## src/logic/pmra_consts.svh

```systemverilog
// pmra_consts.svh: offsets, field positions and reset values of the
// result and diagnostic register bank.
// assumes: included by bare name from every design module file of the bank.
//
// Summary of operation
// temperature in bits 15-4, low nibble zero
// current result is 16-bit two's complement
// power result is 24-bit unsigned value
// transparent mode: alert follows the condition
// latched mode: alert holds until diagnostic read
// bit 14 routes conversion-done flag to alert
// bit 13 compares averaged instead of raw
// bit 12 selects alert polarity, low/high
// reserved bits 11-10 and 8 read zero
// bit 9 flags arithmetic overflow
// overflow clears on trigger or accumulator clear
// bit 7 temperature over limit, read-clear latched
// bit 6 shunt over limit, read-clear latched
// bit 5 shunt under limit, read-clear latched
// bit 4 bus over limit, read-clear latched
// bit 3 bus under limit, read-clear latched
// bit 2 power over limit, read-clear latched
// bit 1 conversion done, read or trigger clears
// bit 0 resets one, zero on checksum error
// averaging on: results update after full sequence
// mode 1-7 triggered, 9-F continuous, 0/8 off
// alert drives active level only, else released
`ifndef PMRA_CONSTS_SVH
`define PMRA_CONSTS_SVH

// ----------------------------------------
// register offsets
// ----------------------------------------
`define PMRA_OFS_TEMP     6'h06
`define PMRA_OFS_CURR     6'h07
`define PMRA_OFS_PWR      6'h08
`define PMRA_OFS_DIAG     6'h0b

// ----------------------------------------
// diagnostic and temperature register fields
// ----------------------------------------
`define PMRA_BIT_LATCH    15
`define PMRA_BIT_RDYALERT 14
`define PMRA_BIT_AVGCMP   13
`define PMRA_BIT_POLSEL   12
`define PMRA_BIT_OVF      9
`define PMRA_BIT_LIMLO    2
`define PMRA_BIT_DONE     1
`define PMRA_BIT_TRIMOK   0
`define PMRA_NUM_LIMITS   6
`define PMRA_TEMP_SHIFT   4

// ----------------------------------------
// reset values
// ----------------------------------------
`define PMRA_DIAG_RST     16'h0001
`define PMRA_RESULT_RST   24'h000000

`endif

```

## src/logic/pmra_pkg.sv

```systemverilog
// pmra_pkg.sv: types shared by the result and diagnostic register bank.
// assumes: compiled before every module of the bank.
`default_nettype none

package pmra_pkg;

  // ----------------------------------------
  // operating mode classes
  // ----------------------------------------
  typedef enum logic [1:0] {
    PMRA_MODE_OFF  = 2'b00,
    PMRA_MODE_TRIG = 2'b01,
    PMRA_MODE_CONT = 2'b10
  } pmra_mode_t;

  typedef logic [15:0] pmra_word_t;

endpackage

`default_nettype wire

```

## src/logic/pmra_event_flag.sv

```systemverilog
// pmra_event_flag.sv: one diagnostic event flag with transparent and
// latched behaviour.
// assumes: strobes are one-cycle pulses on the core clock.
`default_nettype none
`include "pmra_consts.svh"

module pmra_event_flag
  import pmra_pkg::*;
(
  input  wire logic i_clk,
  input  wire logic i_rst,
  input  wire logic i_latch,
  input  wire logic i_upd,
  input  wire logic i_cond,
  input  wire logic i_rd_clr,
  input  wire logic i_ext_clr,
  output logic      o_flag
);

  logic flag_r;
  logic flag_nxt;

  // ----------------------------------------
  // next state
  // ----------------------------------------
  always_comb begin
    flag_nxt = flag_r;
    if (i_latch) begin
      // set wins over a clear landing in the same cycle
      flag_nxt = (i_upd & i_cond) | (flag_r & ~(i_rd_clr | i_ext_clr));
    end else if (i_upd) begin
      flag_nxt = i_cond;
    end
  end

  always_ff @(posedge i_clk or posedge i_rst) begin
    if (i_rst) begin
      flag_r <= 1'b0;
    end else begin
      flag_r <= flag_nxt;
    end
  end

  assign o_flag = flag_r;

endmodule

`default_nettype wire

```

## src/logic/pmra_result_regs.sv

```systemverilog
// pmra_result_regs.sv: temperature, current and power result holding
// registers.
// assumes: values are stable while i_upd is high.
`default_nettype none
`include "pmra_consts.svh"

module pmra_result_regs
  import pmra_pkg::*;
(
  input  wire logic        i_clk,
  input  wire logic        i_rst,
  input  wire logic        i_upd,
  input  wire logic [11:0] i_temp,
  input  wire logic [15:0] i_curr,
  input  wire logic [23:0] i_pwr,
  output pmra_word_t       o_temp,
  output pmra_word_t       o_curr,
  output logic [23:0]      o_pwr
);

  logic [11:0] temp_r;
  logic [11:0] temp_nxt;
  logic [15:0] curr_r;
  logic [15:0] curr_nxt;
  logic [23:0] pwr_r;
  logic [23:0] pwr_nxt;

  // ----------------------------------------
  // capture
  // ----------------------------------------
  always_comb begin
    temp_nxt = temp_r;
    curr_nxt = curr_r;
    pwr_nxt  = pwr_r;
    if (i_upd) begin
      temp_nxt = i_temp;
      curr_nxt = i_curr;
      pwr_nxt  = i_pwr;
    end
  end

  always_ff @(posedge i_clk or posedge i_rst) begin
    if (i_rst) begin
      temp_r <= 12'h000;
      curr_r <= 16'h0000;
      pwr_r  <= `PMRA_RESULT_RST;
    end else begin
      temp_r <= temp_nxt;
      curr_r <= curr_nxt;
      pwr_r  <= pwr_nxt;
    end
  end

  // low nibble of the temperature word is hard zero
  assign o_temp = {temp_r, 4'h0};
  assign o_curr = curr_r;
  assign o_pwr  = pwr_r;

endmodule

`default_nettype wire

```

## src/logic/pmra_top.sv

```systemverilog
// pmra_top.sv: result registers, diagnostic flags and alert pin driver
// of the power monitor.
// assumes: the serial port and the conversion sequencer run on the same
// core clock and hand over one-cycle strobes; the alert pad resolves
// the open-drain wire from o_ALERT_O and O_ALERT_OE_N.
`default_nettype none
`include "pmra_consts.svh"

module pmra_top
  import pmra_pkg::*;
(
  input  wire logic        I_CORE_CLK,
  input  wire logic        I_RST,
  // register port from the serial engine
  input  wire logic [5:0]  I_REG_ADDR,
  input  wire logic        I_REG_RD,
  input  wire logic        I_REG_WR,
  input  wire logic [15:0] I_REG_WDATA,
  output logic [23:0]      O_REG_RDATA,
  output logic             O_REG_RVALID,
  // conversion sequencer
  input  wire logic [3:0]  I_MODE,
  input  wire logic [2:0]  I_AVERAGING_COUNT,
  input  wire logic        I_CONV_START,
  input  wire logic        I_CONV_DONE,
  input  wire logic        I_SAMPLE_VALID,
  input  wire logic        I_AVERAGE_DONE,
  input  wire logic [11:0] I_TEMP_VALUE,
  input  wire logic [15:0] I_CURRENT_VALUE,
  input  wire logic [23:0] I_POWER_VALUE,
  input  wire logic [5:0]  I_LIMIT_COND,
  input  wire logic        I_MATH_OVF,
  input  wire logic        I_ACC_CLEAR,
  input  wire logic        I_TRIM_CSUM_ERR,
  // open-drain alert pin
  output logic             O_ALERT_O,
  output logic             O_ALERT_OE_N
);

  // ----------------------------------------
  // mode decode
  // ----------------------------------------
  function automatic pmra_mode_t mode_class(input logic [3:0] m);
    pmra_mode_t c;
    case (m)
      4'h0, 4'h8: c = PMRA_MODE_OFF;
      4'h1, 4'h2, 4'h3, 4'h4, 4'h5, 4'h6, 4'h7: c = PMRA_MODE_TRIG;
      default: c = PMRA_MODE_CONT;
    endcase
    return c;
  endfunction

  function automatic logic addr_hit(input logic [5:0] a, input logic [5:0] ofs);
    return a == ofs;
  endfunction

  // ----------------------------------------
  // declarations
  // ----------------------------------------
  logic       alert_latch_enable_r;
  logic       alert_latch_enable_nxt;
  logic       ready_on_alert_enable_r;
  logic       ready_on_alert_enable_nxt;
  logic       averaged_compare_select_r;
  logic       averaged_compare_select_nxt;
  logic       alert_polarity_select_r;
  logic       alert_polarity_select_nxt;
  logic       math_overflow_flag_r;
  logic       math_overflow_flag_nxt;
  logic       trim_checksum_ok_r;
  logic       trim_checksum_ok_nxt;
  logic [23:0] rdata_r;
  logic [23:0] rdata_nxt;
  logic       rvalid_r;
  logic       rvalid_nxt;
  logic       alert_drive_r;
  logic       alert_drive_nxt;
  logic       alert_level_r;
  logic       alert_level_nxt;

  logic       diag_wr;
  logic       diag_rd;
  logic       trig_start;
  logic       cmp_strobe;
  logic       result_upd;
  logic [5:0] limit_flags;
  logic       conversion_done_flag;
  logic       alert_active;
  pmra_word_t diagnostic_reg;
  pmra_word_t die_temp_value;
  pmra_word_t current_word;
  logic [23:0] power_word;

  // ----------------------------------------
  // strobes
  // ----------------------------------------
  assign diag_wr    = I_REG_WR & addr_hit(I_REG_ADDR, `PMRA_OFS_DIAG);
  assign diag_rd    = I_REG_RD & addr_hit(I_REG_ADDR, `PMRA_OFS_DIAG);
  // only a start in a single-shot mode counts as a new triggered conversion
  assign trig_start = I_CONV_START & (mode_class(I_MODE) == PMRA_MODE_TRIG);
  // averaged compare delays the alert to the end of the averaging run
  assign cmp_strobe = averaged_compare_select_r ? I_AVERAGE_DONE : I_SAMPLE_VALID;
  // with averaging off every sample is a finished result
  assign result_upd = (I_AVERAGING_COUNT == 3'h0) ? I_SAMPLE_VALID : I_AVERAGE_DONE;

  // ----------------------------------------
  // result registers
  // ----------------------------------------
  pmra_result_regs u_results (
    .i_clk  (I_CORE_CLK),
    .i_rst  (I_RST),
    .i_upd  (result_upd),
    .i_temp (I_TEMP_VALUE),
    .i_curr (I_CURRENT_VALUE),
    .i_pwr  (I_POWER_VALUE),
    .o_temp (die_temp_value),
    .o_curr (current_word),
    .o_pwr  (power_word)
  );

  // ----------------------------------------
  // limit event flags, diagnostic bits 7..2
  // ----------------------------------------
  // index 0 power, 1 bus under, 2 bus over, 3 shunt under, 4 shunt over,
  // 5 temperature over
  for (genvar g = 0; g < `PMRA_NUM_LIMITS; g++) begin : g_lim
    pmra_event_flag u_flag (
      .i_clk     (I_CORE_CLK),
      .i_rst     (I_RST),
      .i_latch   (alert_latch_enable_r),
      .i_upd     (cmp_strobe),
      .i_cond    (I_LIMIT_COND[g]),
      .i_rd_clr  (diag_rd),
      .i_ext_clr (1'b0),
      .o_flag    (limit_flags[g])
    );
  end

  // ----------------------------------------
  // conversion done flag, diagnostic bit 1
  // ----------------------------------------
  // transparent mode drops it when the next conversion starts
  pmra_event_flag u_done (
    .i_clk     (I_CORE_CLK),
    .i_rst     (I_RST),
    .i_latch   (alert_latch_enable_r),
    .i_upd     (I_CONV_DONE | I_CONV_START),
    .i_cond    (I_CONV_DONE),
    .i_rd_clr  (diag_rd),
    .i_ext_clr (trig_start),
    .o_flag    (conversion_done_flag)
  );

  // ----------------------------------------
  // configuration and sticky status
  // ----------------------------------------
  always_comb begin
    alert_latch_enable_nxt      = alert_latch_enable_r;
    ready_on_alert_enable_nxt   = ready_on_alert_enable_r;
    averaged_compare_select_nxt = averaged_compare_select_r;
    alert_polarity_select_nxt   = alert_polarity_select_r;
    if (diag_wr) begin
      alert_latch_enable_nxt      = I_REG_WDATA[`PMRA_BIT_LATCH];
      ready_on_alert_enable_nxt   = I_REG_WDATA[`PMRA_BIT_RDYALERT];
      averaged_compare_select_nxt = I_REG_WDATA[`PMRA_BIT_AVGCMP];
      alert_polarity_select_nxt   = I_REG_WDATA[`PMRA_BIT_POLSEL];
    end
    // overflow stays until a new trigger or accumulator clear; set wins
    math_overflow_flag_nxt = I_MATH_OVF |
                             (math_overflow_flag_r & ~(trig_start | I_ACC_CLEAR));
    // checksum failure is permanent until reset
    trim_checksum_ok_nxt = trim_checksum_ok_r & ~I_TRIM_CSUM_ERR;
  end

  always_ff @(posedge I_CORE_CLK or posedge I_RST) begin
    if (I_RST) begin
      alert_latch_enable_r      <= 1'(`PMRA_DIAG_RST >> `PMRA_BIT_LATCH);
      ready_on_alert_enable_r   <= 1'b0;
      averaged_compare_select_r <= 1'b0;
      alert_polarity_select_r   <= 1'b0;
      math_overflow_flag_r      <= 1'b0;
      trim_checksum_ok_r        <= 1'b1;
    end else begin
      alert_latch_enable_r      <= alert_latch_enable_nxt;
      ready_on_alert_enable_r   <= ready_on_alert_enable_nxt;
      averaged_compare_select_r <= averaged_compare_select_nxt;
      alert_polarity_select_r   <= alert_polarity_select_nxt;
      math_overflow_flag_r      <= math_overflow_flag_nxt;
      trim_checksum_ok_r        <= trim_checksum_ok_nxt;
    end
  end

  // ----------------------------------------
  // diagnostic word
  // ----------------------------------------
  always_comb begin
    diagnostic_reg = 16'h0000;
    diagnostic_reg[`PMRA_BIT_LATCH]    = alert_latch_enable_r;
    diagnostic_reg[`PMRA_BIT_RDYALERT] = ready_on_alert_enable_r;
    diagnostic_reg[`PMRA_BIT_AVGCMP]   = averaged_compare_select_r;
    diagnostic_reg[`PMRA_BIT_POLSEL]   = alert_polarity_select_r;
    diagnostic_reg[`PMRA_BIT_OVF]      = math_overflow_flag_r;
    diagnostic_reg[`PMRA_BIT_LIMLO +: `PMRA_NUM_LIMITS] = limit_flags;
    diagnostic_reg[`PMRA_BIT_DONE]     = conversion_done_flag;
    diagnostic_reg[`PMRA_BIT_TRIMOK]   = trim_checksum_ok_r;
  end

  // ----------------------------------------
  // read path
  // ----------------------------------------
  // data is sampled before the read-clear lands, so the host sees the event
  always_comb begin
    rdata_nxt  = rdata_r;
    rvalid_nxt = I_REG_RD;
    if (I_REG_RD) begin
      case (I_REG_ADDR)
        `PMRA_OFS_TEMP: rdata_nxt = {8'h00, die_temp_value};
        `PMRA_OFS_CURR: rdata_nxt = {8'h00, current_word};
        `PMRA_OFS_PWR:  rdata_nxt = power_word;
        `PMRA_OFS_DIAG: rdata_nxt = {8'h00, diagnostic_reg};
        default:        rdata_nxt = 24'h000000;
      endcase
    end
  end

  always_ff @(posedge I_CORE_CLK or posedge I_RST) begin
    if (I_RST) begin
      rdata_r  <= 24'h000000;
      rvalid_r <= 1'b0;
    end else begin
      rdata_r  <= rdata_nxt;
      rvalid_r <= rvalid_nxt;
    end
  end

  assign O_REG_RDATA  = rdata_r;
  assign O_REG_RVALID = rvalid_r;

  // ----------------------------------------
  // alert pin
  // ----------------------------------------
  assign alert_active = (|limit_flags) |
                        (ready_on_alert_enable_r & conversion_done_flag);

  always_comb begin
    // open drain: only the active level is ever driven
    alert_drive_nxt = alert_active;
    alert_level_nxt = alert_polarity_select_r;
  end

  always_ff @(posedge I_CORE_CLK or posedge I_RST) begin
    if (I_RST) begin
      alert_drive_r <= 1'b0;
      alert_level_r <= 1'b0;
    end else begin
      alert_drive_r <= alert_drive_nxt;
      alert_level_r <= alert_level_nxt;
    end
  end

  assign O_ALERT_O    = alert_level_r;
  assign O_ALERT_OE_N = ~alert_drive_r;

endmodule

`default_nettype wire

```

## config.mk

```make
export PLATFORM = sky130hd
export DESIGN_NAME = pmra_top
export DESIGN_NICKNAME = d
export VERILOG_FILES = /design/src/logic/pmra_pkg.sv /design/src/logic/pmra_event_flag.sv /design/src/logic/pmra_result_regs.sv /design/src/logic/pmra_top.sv
export VERILOG_INCLUDE_DIRS = /design/src /design/src/logic
export SDC_FILE = /design/constraint.sdc
export NUM_CORES = 1
export LEC_CHECK = 0
export BUFFER_PORTS_ARGS = -buffer_cell sky130_fd_sc_hd__buf_2
export CORE_MARGIN = 1
export CORE_UTILIZATION = 55
export DETAILED_ROUTE_END_ITERATION = 8
export GPL_TIMING_DRIVEN = 0
export PLACE_DENSITY = 0.85
export SETUP_SLACK_MARGIN = 0.15
export SKIP_CTS_REPAIR_TIMING = 1
export SKIP_LAST_GASP = 1
export SYNTH_ARGS = -nofsm -noshare
export SYNTH_HDL_FRONTEND = slang
export SYNTH_SLANG_ARGS = --single-unit
```

## constraint.sdc

```tcl
create_clock -name I_CORE_CLK -period 6.66 [get_ports I_CORE_CLK]
set_clock_uncertainty 0.15 [all_clocks]
set_input_delay 0.333 -clock I_CORE_CLK [delete_from_list [all_inputs] [get_ports I_CORE_CLK]]
set_output_delay 0.333 -clock I_CORE_CLK [all_outputs]
set_load 0.02 [all_outputs]
```

==> results.py <==
metrics = {
    "run_status": {
        "status": "finished clean",
    },
    "worst_setup_path": {
        "cp_max_fo": 10,
        "endpoint_kind": "register",
        "crit_arrival_ns": 2.12,
        "rrSetupSlack_ns": 5.08,
        "required_ns": 6.75,
        "cp-start-kind": "input port",
        "r2r_start": "averaged_compare_select_r$_DFFE_PP0P_",
        "r2r-end": "g_lim[4].u_flag.o_flag$_DFFE_PP0P_",
        "path_class": "input port to register",
        "r2r.worst_path.cells": 4,
    },
    "sta": {
        "finalSetupViolations": 0,
        "finalHoldViolCount": 0,
        "whs_ns": 0.0245,
        "maxSlewHeadroom_pct": 17.7,
        "setup_tns_ns": 0,
        "tightest_slew_ns": 1.23,
        "report.final.slew_viol_count": 0,
        "fmax_mhz": 494,
        "rsz0062_at_grt": "false",
        "post-route-min-period_ns": 2.03,
        "timing.final.ws_setup_ns": 4.63,
        "period_share_pct": 30.4,
    },
    "clock_tree": {
        "htree_levels": 3,
        "clock-sinks": 92,
        "cts-root-buf": "clkbuf_8",
        "clkTransAtPathRegs_ns": 0.08,
        "cts_tree": "done",
        "numCtsBuffers": 9,
        "clk_latency_ns": 0.35,
        "max-clock-path-buffers": 2,
    },
    "floorplan": {
        "die_x_um": 87.7,
        "io-pin-count": 125,
        "core_um2": 6940,
        "die_h_um": 87.7,
        "die_area_um2": 7690,
        "start_util_pct": 58.1,
        "fp-row-count": 30,
    },
    "power": {
        "ir_drop_mv": 0.123,
        "p_per_area_nw_per_um2": 239,
        "p_leak_nw": 2.37,
    },
    "synth": {
        "synthFlopType": "dfrtp_1",
        "synth_nets": 413,
        "synth_area_leaders": "dfrtp_1 (56%), mux2_2 (13%), and3_1 (2.8%), inv_1 (2.8%), mux2_1 (2.8%)",
        "yosysUniqueCellTypes": 46,
        "synth_seq_cells": 92,
        "synth_edf_count": 0,
        "yosysMostFrequentCell": "dfrtp_1",
        "synth_area_leader_cell": "dfrtp_1",
        "async_flop_share_pct": 100,
        "synth-seq-area-share_pct": 57.0,
        "synth_common_cells": "dfrtp_1 (91), mux2_2 (47), inv_1 (30)",
        "syn_area_um2": 4040,
        "synth_area_per_cell_um2": 12.8,
        "synth_top_area_share_pct": 56.4,
        "synth_warnings": 0,
        "syn-instance-count": 315,
    },
    "detailed_routing": {
        "ant_nets": 0,
        "drt_iter0_drc": 212,
        "route.detailed.drc": 0,
        "met1_length_um": 3960,
        "num_vias": 3011,
        "via_per_inst": 5.56,
        "first_pass_iters": 5,
        "routed_wl_um": 9330,
        "top_layer": "met4",
        "met3_length_um": 616,
        "wl_per_cell_um": 17.2,
        "wl_met2_um": 4610,
    },
    "global_routing": {
        "grt_pass1_vias": 2965,
        "antenna_found_initial": 0,
        "grt_max_degree": 70,
        "groute.usage.overall_pct": 26.4,
        "overflow": 0,
        "grt_first_pass_wirelength_um": 14700,
    },
    "final_layout": {
        "nets": 539,
        "area_growth_pct": 23.6,
        "drive_gt1_share_pct": 45.1,
        "postLayoutCoreUtil_pct": 71.9,
        "n_antenna_cell": 0,
        "fillCellCount": 506,
        "final_area_um2": 4990,
    },
    "place": {
        "gp_congestion": 0.850,
        "hpwlAfterDp_um": 6820,
        "io_buffer_count": 111,
        "dp_slack_ns": 4.22,
        "place_area_um2": 4740,
    },
    "run": {
        "cap_viol_max_count": 0,
    },
    "hold_path": {
        "min_to": "math_overflow_flag_r$_DFF_PP0_",
        "whs_path_depth": 2,
        "min_from": "I_MATH_OVF",
        "hp-class": "input port to register",
    },
}
## state kept, by name, summed over array words and instances, names as in the netlist
signal / flops
u_results.o_curr: 16
averaged_compare_select_r: 1
O_ALERT_O: 1
alert_drive_r: 1
alert_level_nxt: 1
u_done.o_flag: 1
ready_on_alert_enable_r: 1
O_REG_RVALID: 1
u_results.o_pwr: 24
trim_checksum_ok_r: 1
math_overflow_flag_r: 1
u_results.temp_r: 12
alert_latch_enable_r: 1
g_lim.u_flag.o_flag: 6
O_REG_RDATA: 24
## layer usage
layer | GRT usage [%] | vias up
li1 | - | 1399
met3 | 5.84 | 14
met4 | 9.84 | 0
met2 | 43.5 | 111
met5 | 0 | -
met1 | 34.4 | 1487
## per-stage QoR
| step | std cells | power, mW |
|---|---|---|
| after floorplan | 315 | 0.734 |
| after CTS | 539 | 1.20 |
| after detailed placement | 523 | 0.795 |
| final | 542 | 1.19 |
| after global placement | 522 | 0.785 |
| after global routing | 542 | 1.24 |
## worst max-delay path by stage
stage                    startpoint                              end  slack [ns]
2_1_floorplan                 I_RST              O_ALERT_O$_DFF_PP0_        3.79
3_3_place_gp                  I_RST  u_results.temp_r[4]$_DFFE_PP0P_        2.84
3_5_place_dp   I_AVERAGING_COUNT[1]  u_results.temp_r[6]$_DFFE_PP0P_        4.22
4_1_cts        I_AVERAGING_COUNT[1]  u_results.temp_r[6]$_DFFE_PP0P_        4.59
5_1_grt                    I_REG_RD       O_REG_RDATA[9]$_DFFE_PP0P_        4.47
6_report       I_AVERAGING_COUNT[1]  u_results.temp_r[6]$_DFFE_PP0P_        4.63
## cells by family after synthesis
kind of cell	share of synthesized area, %
buffers and inverters	5.67
XOR/XNOR	0.217
multiplexers	16.1
AO/OA/AOI/OAI	10.8
flip-flops	57.0
AND/OR/NAND/NOR	10.1
## power by group
group | leakage [nW] | switching [mW] | internal [mW]
Combinational | 1.13 | 0.0669 | 0.0767
Sequential | 1.13 | 0.0330 | 0.609
Clock | 0.107 | 0.185 | 0.221
## cell usage in the layout (no fill, tap or decap), types with 3 or more instances in the layout
master         Yosys  final
dlygate4sd3_1      0      3
nor4_1             6      6
clkbuf_1           5      7
clkbuf_8           0     10
and3_1            18     18
a22o_1             7      7
o22ai_1           16     16
nand3_1           14     14
mux2_1            10     10
nor3_1             3      3
o21ai_0            8      8
nor2b_1            4      4
inv_1             30     29
dfrtp_1           91     91
buf_6              4      4
a221oi_1           4      4
mux2_2            47     47
a2111oi_2          3      3
buf_2              8    119
a222oi_1           4      4
## final cells by class
cell class / count / area (um^2) / area share (%)
timing repair buffer: 115 / 613 / 12.3
buffer: 19 / 116 / 2.33
clock buffer: 12 / 145 / 2.91
tap: 96 / 120 / 2.41
multi-input combinational: 174 / 1510 / 30.2
clock inverter: 4 / 72.6 / 1.45
sequential: 92 / 2300 / 46.2
inverter: 30 / 115 / 2.31
## critical path, cell delays in order
cell and delay [ns]:
buf_2 0.10, nor3_1 0.21, mux2i_1 0.66, buf_2 0.43, mux2_2 0.38
Note: power is estimated with default switching activity, not from simulation.
